--- src/mmd_cfg.svh ---
// address map, register layout and reset constants of the memory map decoder
`ifndef MMD_CFG_SVH
`define MMD_CFG_SVH

// register addresses in data space
`define MMD_PAGE_SEL_ADDR   16'h001E
`define MMD_MODE_STAT_ADDR  16'h001D

// mode status field positions
`define MMD_VPTR_HI         15
`define MMD_VPTR_LO         7
`define MMD_ROMEN_BIT       6
`define MMD_OVERLAY_BIT     5
`define MMD_ADDRVIS_BIT     4
`define MMD_DATAMAP_BIT     3
`define MMD_CLKOUT_OFF_BIT  2

// reset values
`define MMD_MODE_RESET      16'hFF80
`define MMD_PAGE_RESET      7'h00
`define MMD_RESET_VECTOR    16'hFF80

// program space layout
`define MMD_PAGE_BASE       7'h00
`define MMD_PAGE_DUAL_HI    7'h01
`define MMD_PAGE_SINGLE_A   7'h02
`define MMD_PAGE_SINGLE_B   7'h03
`define MMD_ROM_BASE        16'hC000
`define MMD_DUAL_LO         16'h0080
`define MMD_BLK_HI          15
`define MMD_BLK_LO          13
`define MMD_BLK_MID         14

// vector forming
`define MMD_VEC_OFS_ZERO    7'h00
`define MMD_VEC_PAD         2'h0

// host read window under the ram/rom option
`define MMD_HOST_RD_LO      16'h4000
`define MMD_HOST_RD_HI      16'h5FFF

// misc data values
`define MMD_ALL_ONES        16'hFFFF
`define MMD_PAGE_PAD        9'h000
`define MMD_ZERO_WORD       16'h0000
`define MMD_ZERO_BLK        3'h0

`endif

--- src/mmd_pkg.sv ---
// types shared by the memory map decoder modules
package mmd_pkg;

    // one-hot access destination
    typedef enum logic [4:0] {
        MMD_TGT_EXT    = 5'h01,
        MMD_TGT_ROM    = 5'h02,
        MMD_TGT_DUAL   = 5'h04,
        MMD_TGT_SINGLE = 5'h08,
        MMD_TGT_REG    = 5'h10
    } mmd_target_type;

    // whole state of the top module
    typedef struct packed {
        logic           boot;
        logic [6:0]     page;
        logic [15:0]    mode;
        logic           prog_valid;
        mmd_target_type prog_target;
        logic [2:0]     prog_block;
        logic [22:0]    prog_full;
        logic           prog_ones;
        logic           data_valid;
        mmd_target_type data_target;
        logic [2:0]     data_block;
        logic [15:0]    rdata;
        logic           pc_load;
        logic [15:0]    pc_value;
        logic           host_grant;
        logic           host_refused;
        logic           emu_en;
        logic           bscan_en;
    } mmd_state_type;

endpackage : mmd_pkg

--- src/mmd_map_if.sv ---
// mapping controls passed from the register file to the decoders
`timescale 1ns/100ps
`default_nettype none
interface mmd_map_if;
    logic [6:0] page;
    logic       overlay;
    logic       datamap;
    logic       rom_off;

    modport ctrl (output page, output overlay, output datamap, output rom_off);
    modport dec  (input page, input overlay, input datamap, input rom_off);
endinterface : mmd_map_if
`default_nettype wire

--- src/mmd_data_decode.sv ---
// data space address decoder
`timescale 1ns/100ps
`default_nettype none
`include "mmd_cfg.svh"
module mmd_data_decode
    import mmd_pkg::*;
(
    // mapping controls
    mmd_map_if.dec              map,
    // address in
    input  wire logic [15:0]    addr,
    // decode result
    output mmd_target_type      target,
    output logic [2:0]          block
);

    // sixteen-bit decode, page select never consulted and rom never reached
    always_comb begin
        target = MMD_TGT_EXT;
        block  = addr[`MMD_BLK_HI:`MMD_BLK_LO];
        if (addr < `MMD_DUAL_LO) begin
            target = MMD_TGT_REG;
            block  = `MMD_ZERO_BLK;
        end else if (!addr[`MMD_BLK_HI]) begin
            target = MMD_TGT_DUAL;
        end else if (map.datamap) begin
            target = MMD_TGT_DUAL;
        end
    end

endmodule : mmd_data_decode
`default_nettype wire

--- src/mmd_decoder.sv ---
// memory map decoder top: mode registers, address steering, vectors, security
`timescale 1ns/100ps
`default_nettype none
`include "mmd_cfg.svh"
module mmd_decoder
    import mmd_pkg::*;
(
    // clock and reset
    input  wire logic           sys_clk,
    input  wire logic           reset,
    // mode pin and security options
    input  wire logic           rom_enable_mode_pin,
    input  wire logic           secure_ram_rom,
    input  wire logic           secure_rom_only,
    // program address generator request
    input  wire logic           prog_req,
    input  wire logic [15:0]    prog_addr,
    input  wire logic           prog_data_read,
    input  wire logic           fetch_from_rom,
    // data address generator request
    input  wire logic           data_req,
    input  wire logic           data_we,
    input  wire logic [15:0]    data_addr,
    input  wire logic [15:0]    data_wdata,
    // vector request
    input  wire logic           vec_req,
    input  wire logic [4:0]     vec_num,
    // host port request
    input  wire logic           host_req,
    input  wire logic           host_we,
    input  wire logic [15:0]    host_addr,
    // program decode result
    output logic                prog_valid,
    output mmd_target_type      prog_target,
    output logic [2:0]          prog_block,
    output logic [22:0]         prog_full_addr,
    output logic                prog_force_ones,
    // data decode result
    output logic                data_valid,
    output mmd_target_type      data_target,
    output logic [2:0]          data_block,
    output logic [15:0]         reg_rdata,
    // program counter load
    output logic                pc_load,
    output logic [15:0]         pc_value,
    // host port answer
    output logic                host_grant,
    output logic                host_refused,
    // register and test state
    output logic [6:0]          page_select,
    output logic [15:0]         mode_status,
    output logic                emu_enable,
    output logic                bscan_enable
);

    mmd_state_type  st_reg;
    mmd_state_type  st_next;
    mmd_target_type pdec_target;
    logic [2:0]     pdec_block;
    logic [22:0]    pdec_full;
    mmd_target_type ddec_target;
    logic [2:0]     ddec_block;
    logic           secure_any;
    logic           host_in_window;

    mmd_map_if map_bus ();

    // mapping controls taken from the live registers
    assign map_bus.page    = st_reg.page;
    assign map_bus.overlay = st_reg.mode[`MMD_OVERLAY_BIT];
    assign map_bus.datamap = st_reg.mode[`MMD_DATAMAP_BIT];
    assign map_bus.rom_off = st_reg.mode[`MMD_ROMEN_BIT];

    mmd_prog_decode u_prog_decode (
        .map    (map_bus),
        .addr   (prog_addr),
        .target (pdec_target),
        .block  (pdec_block),
        .full   (pdec_full)
    );

    mmd_data_decode u_data_decode (
        .map    (map_bus),
        .addr   (data_addr),
        .target (ddec_target),
        .block  (ddec_block)
    );

    // security and host window qualifiers
    assign secure_any     = secure_ram_rom || secure_rom_only;
    assign host_in_window = host_addr >= `MMD_HOST_RD_LO && host_addr <= `MMD_HOST_RD_HI;

    // next state: registers, decode capture, vectors, host answer
    always_comb begin
        st_next              = st_reg;
        st_next.boot         = 1'b0;
        st_next.pc_load      = 1'b0;
        st_next.prog_valid   = 1'b0;
        st_next.data_valid   = 1'b0;
        st_next.host_grant   = 1'b0;
        st_next.host_refused = 1'b0;
        st_next.prog_ones    = 1'b0;
        st_next.emu_en       = !secure_any;
        st_next.bscan_en     = 1'b1;
        // register writes through data space
        if (data_req && data_we && data_addr == `MMD_PAGE_SEL_ADDR) begin
            st_next.page = data_wdata[6:0];
        end
        if (data_req && data_we && data_addr == `MMD_MODE_STAT_ADDR) begin
            st_next.mode = data_wdata;
        end
        // data decode capture and register read back
        if (data_req) begin
            st_next.data_valid  = 1'b1;
            st_next.data_target = ddec_target;
            st_next.data_block  = ddec_block;
            st_next.rdata       = `MMD_ZERO_WORD;
            if (!data_we && data_addr == `MMD_PAGE_SEL_ADDR) begin
                st_next.rdata = {`MMD_PAGE_PAD, st_reg.page};
            end else if (!data_we && data_addr == `MMD_MODE_STAT_ADDR) begin
                st_next.rdata = st_reg.mode;
            end
        end
        // program decode capture, secured rom reads give all ones
        if (prog_req) begin
            st_next.prog_valid  = 1'b1;
            st_next.prog_target = pdec_target;
            st_next.prog_block  = pdec_block;
            st_next.prog_full   = pdec_full;
            st_next.prog_ones   = secure_any && prog_data_read && !fetch_from_rom
                                  && pdec_target == MMD_TGT_ROM;
        end
        // first cycle after reset: catch the mode pin and start at the reset vector
        if (st_reg.boot) begin
            st_next.mode[`MMD_ROMEN_BIT] = secure_ram_rom ? 1'b0 : rom_enable_mode_pin;
            st_next.pc_load  = 1'b1;
            st_next.pc_value = {st_reg.mode[`MMD_VPTR_HI:`MMD_VPTR_LO], `MMD_VEC_OFS_ZERO};
        end else if (vec_req) begin
            st_next.pc_load  = 1'b1;
            st_next.pc_value = {st_reg.mode[`MMD_VPTR_HI:`MMD_VPTR_LO], vec_num, `MMD_VEC_PAD};
        end
        // host port: reads outside the window refused under the ram/rom option
        if (host_req) begin
            if (!host_we && secure_ram_rom && !host_in_window) begin
                st_next.host_refused = 1'b1;
            end else begin
                st_next.host_grant = 1'b1;
            end
        end
    end

    // state register
    always_ff @(posedge sys_clk or posedge reset) begin
        if (reset) begin
            st_reg             <= '0;
            st_reg.boot        <= 1'b1;
            st_reg.page        <= `MMD_PAGE_RESET;
            st_reg.mode        <= `MMD_MODE_RESET;
            st_reg.prog_target <= MMD_TGT_EXT;
            st_reg.data_target <= MMD_TGT_EXT;
            st_reg.bscan_en    <= 1'b1;
        end else begin
            st_reg <= st_next;
        end
    end

    // outputs straight from the state register
    assign prog_valid      = st_reg.prog_valid;
    assign prog_target     = st_reg.prog_target;
    assign prog_block      = st_reg.prog_block;
    assign prog_full_addr  = st_reg.prog_full;
    assign prog_force_ones = st_reg.prog_ones;
    assign data_valid      = st_reg.data_valid;
    assign data_target     = st_reg.data_target;
    assign data_block      = st_reg.data_block;
    assign reg_rdata       = st_reg.rdata;
    assign pc_load         = st_reg.pc_load;
    assign pc_value        = st_reg.pc_value;
    assign host_grant      = st_reg.host_grant;
    assign host_refused    = st_reg.host_refused;
    assign page_select     = st_reg.page;
    assign mode_status     = st_reg.mode;
    assign emu_enable      = st_reg.emu_en;
    assign bscan_enable    = st_reg.bscan_en;
endmodule : mmd_decoder
`default_nettype wire

--- src/mmd_prog_decode.sv ---
// program space address decoder
`timescale 1ns/100ps
`default_nettype none
`include "mmd_cfg.svh"
module mmd_prog_decode
    import mmd_pkg::*;
(
    // mapping controls
    mmd_map_if.dec              map,
    // address in
    input  wire logic [15:0]    addr,
    // decode result
    output mmd_target_type      target,
    output logic [2:0]          block,
    output logic [22:0]         full
);

    // page-extended address steered to rom, dual, single or external memory
    always_comb begin
        full   = {map.page, addr};
        target = MMD_TGT_EXT;
        block  = `MMD_ZERO_BLK;
        if (map.page == `MMD_PAGE_BASE && addr >= `MMD_ROM_BASE && !map.rom_off) begin
            target = MMD_TGT_ROM;
        end else if (map.page == `MMD_PAGE_DUAL_HI && addr[`MMD_BLK_HI]) begin
            target = MMD_TGT_DUAL;
            block  = addr[`MMD_BLK_HI:`MMD_BLK_LO];
        end else if ((map.page == `MMD_PAGE_SINGLE_A || map.page == `MMD_PAGE_SINGLE_B)
                     && addr[`MMD_BLK_HI]) begin
            target = MMD_TGT_SINGLE;
            block  = {map.page[0], addr[`MMD_BLK_MID:`MMD_BLK_LO]};
        end else if (map.overlay && !addr[`MMD_BLK_HI] && addr >= `MMD_DUAL_LO) begin
            target = MMD_TGT_DUAL;
            block  = addr[`MMD_BLK_HI:`MMD_BLK_LO];
        end
    end

endmodule : mmd_prog_decode
`default_nettype wire
--- config.mk ---
export PLATFORM = sky130hd
export DESIGN_NAME = mmd_decoder
export DESIGN_NICKNAME = d
export VERILOG_FILES = /design/src/mmd_pkg.sv /design/src/mmd_map_if.sv /design/src/mmd_data_decode.sv /design/src/mmd_decoder.sv /design/src/mmd_prog_decode.sv
export VERILOG_INCLUDE_DIRS = /design/src /design/src/src
export SDC_FILE = /design/constraint.sdc
export NUM_CORES = 1
export LEC_CHECK = 0
export BUFFER_PORTS_ARGS = -buffer_cell sky130_fd_sc_hd__buf_2
export CAP_MARGIN = 20
export CORE_ASPECT_RATIO = 0.8
export CORE_MARGIN = 2
export CORE_UTILIZATION = 35
export DETAILED_ROUTE_END_ITERATION = 12
export PLACE_DENSITY = 0.57
export SYNTH_ARGS = -nofsm -noshare
export SYNTH_HDL_FRONTEND = slang
export SYNTH_SLANG_ARGS = --single-unit
--- constraint.sdc ---
create_clock -name sys_clk -period 3.81 [get_ports sys_clk]
set_input_delay 0.381 -clock sys_clk [delete_from_list [all_inputs] [get_ports sys_clk]]
set_output_delay 0.381 -clock sys_clk [all_outputs]
set_load 0.05 [all_outputs]
==> metrics <==
final count of hold timing violations 0; Yosys reg bits 97; type of origin of the critical path flop; CTS tree built; remaining routing DRC violations 0; f_max 0.462 GHz; post-synthesis cell area 4600 um^2; core area 12800 um^2; sequential fraction of design power 48.3%; Tcrit/Tclk final 56.8%; drt total wl 9980 um; Seq/Total Area, Yosys 53.1%; setup repair bufs after CTS 0; Required @ worst endpoint 4.00 ns; Rel. slew slack 33.3%; critical path peak fanout 5; Min-Delay Path Class in -> async; Core Rows 37; Avg Cell Area, Syn 12.6 um^2; Antenna Nets Post-Route 0; Chip Width 132 um; Detail Placement HPWL 7480 um; clock share of power 38.2%; largest net degree at the start of global routing 41; Area Growth Syn to Fin 13.1%; Setup CP Type reg -> reg; post-CTS sizing 0; H-tree depth 3; Pre-antenna DRT Iters 4; Ant. Diodes 0; P_sw 643 uW; hold-fix buffers at CTS 0; Min Hold Slack 0.0174 ns; die height 107 um; total gr overflow 0; Final min period 2.17 ns; GRT Util Overall 14.6%; max reg flops 23; Root Buffer clkbuf_16; Synth Warn # 0; first-pass GRT wire length 15800 um; pwr/cell area 431 nW/um^2; Worst-path clk slew 0.07 ns; Nets 525; Worst Skew 0.00682 ns; MaxCap Viol Count 0; die area 14100 um^2; critical path data arrival time 2.36 ns; Worst VDD drop 0.209 mV; Final Instance Area 5200 um^2; Post-Synthesis Cells 365; GPL Wtd Cong 0.683; Synth async-reset ratio 100%; slew of the pin with the lowest slew margin 0.991 ns; Leak 0.00272 uW; layout cell share with drive strength beyond 1 59.8%; Post-synth EDFFs 0; maximum buffer depth of the clock tree 2; design internal power 1600 uW; # setup viols final 0; FF-to-FF setup slack 1.64 ns; Placed Area 4920 um^2; total CTS buffers 9; RSZ-0062 raised after global routing false; status completed; io pins 184; initial DRC count 157; antenna violations before repair 0; via count 2787; Initial Util 35.9%; number of global-route vias before repair 2907; Switching Share 28.7%; PortBufs 164; via/cell ratio 4.47; Gate power share 13.4%; Slew Viols, Final 0; ys flop type dfrtp_1; Crit. End Element flop; Clk Latency, worst-skew pair 0.35 ns; Sink Count 97; Setup Total Neg Slack 0 ns; Yosys cell types 41; DR WL/cell 16.0 um
## placed cells by master (no fill, tap or decap), drive strengths merged, types with 2 or more instances in the layout
master,Yosys,final
clkbuf,6,9
a22o,9,9
nand3,4,4
clkinvlp,0,2
dfstp,12,12
inv,12,13
dfrtp,85,85
a21oi,3,3
nand2,9,9
clkinv,0,4
nor2b,11,11
mux2i,5,5
nor2,11,11
mux2,56,56
nand2b,2,2
conb,2,7
o22ai,5,5
o21ai,3,3
nor4b,4,4
nand3b,2,2
buf,99,167
nor3,2,2
nor4,5,5
a221o,7,7
## cells in the mapped netlist, types with 3 or more instances
cell	number	share of area [%]
a221o_2	6	1.5
mux2i_1	5	1.1
nor4b_4	3	1.6
inv_1	12	0.98
a22o_1	9	1.7
dfstp_2	12	6.9
buf_4	96	16
nand3_1	4	0.44
nor2b_1	11	1.5
o21ai_0	3	0.33
dfrtp_1	85	46
nand2_1	9	0.73
mux2_2	56	14
nor4_1	4	0.54
a21oi_1	3	0.33
nor2_1	9	0.73
o22ai_1	5	0.68
clkbuf_1	6	0.49
## power groups by stage
stage | Combinational [uW] | Clock [uW] | Sequential [uW]
after CTS | 305 | 881 | 1080
final | 301 | 856 | 1080
after floorplan | 245 | 0 | 1110
after detailed placement | 305 | 0 | 1100
after global routing | 321 | 927 | 1090
after global placement | 302 | 0 | 1100
## critical path, cell delays in order, from the launching register on
cell and delay [ns]:
dfrtp_1 0.44, nor4_1 0.88, nand3_1 0.40, nand2_1 0.20
o22ai_1 0.10
## path summary, 6_finish.rpt
| kind | from | depth (start not counted) | end |
|---|---|---|---|
| setup reg to reg | page_select[6]$_DFFE_PP0P_ | 4 | prog_target[2]$_DFFE_PP0P_ |
| hold reg to reg | prog_target[1]$_DFFE_PP0P_ | 1 | prog_target[1]$_DFFE_PP0P_ |
| hold / removal | reset | 2 | prog_block[0]$_DFFE_PP0P_ |
| setup / recovery | page_select[6]$_DFFE_PP0P_ | 4 | prog_target[2]$_DFFE_PP0P_ |
| min in group sys_clk | fetch_from_rom | 2 | prog_force_ones$_DFF_PP0_ |
| max in group asynchronous | reset | 3 | mode_status[14]$_DFFE_PP1P_ |
## cells by family after synthesis
| logic type | count (synthesis) | share of synthesized area (%) |
|---|---|---|
| flip-flops | 97 | 53.1 |
| multiplexers | 61 | 14.8 |
| other | 2 | 0.163 |
| AND/OR/NAND/NOR | 55 | 8.62 |
| buffers and inverters | 117 | 17.5 |
| AO/OA/AOI/OAI | 33 | 5.77 |
## layout make-up
class,instances,area [um^2]
Clock inverter,7,55.1
Tap cell,175,219
Timing Repair Buffer,167,843
Sequential cell,97,2440
Fill cell,1267,7620
Clock buffer,9,225
Inverter,12,47.5
Multi-Input combinational cell,156,1370
## per-layer routing
metal | global-route usage, % | wire length, um | up-vias | part of all wire (%)
li1 | - | - | 1306 | -
met3 | 4.10 | 511 | 8 | 5.1
met4 | 4.81 | 129 | 0 | 1.3
met2 | 23.9 | 4820 | 79 | 48
met1 | 18.6 | 4520 | 1394 | 45
met5 | 0 | 0 | - | 0
## per-stage QoR
| stage | util [%] | power, uW | instances | setup WS, ns |
|---|---|---|---|---|
| 5_1_grt | 40.6 | 2330 | 623 | 1.45 |
| 3_3_place_gp | 38.4 | 1400 | 607 | 1.48 |
| 3_5_place_dp | 38.4 | 1410 | 607 | 1.46 |
| 2_1_floorplan | - | 1350 | 370 | 0.915 |
| 6_report | 40.6 | 2240 | 623 | 1.64 |
| 4_1_cts | 40.6 | 2270 | 623 | 1.70 |
No activity file was read; power rests on OpenSTA's default activity.
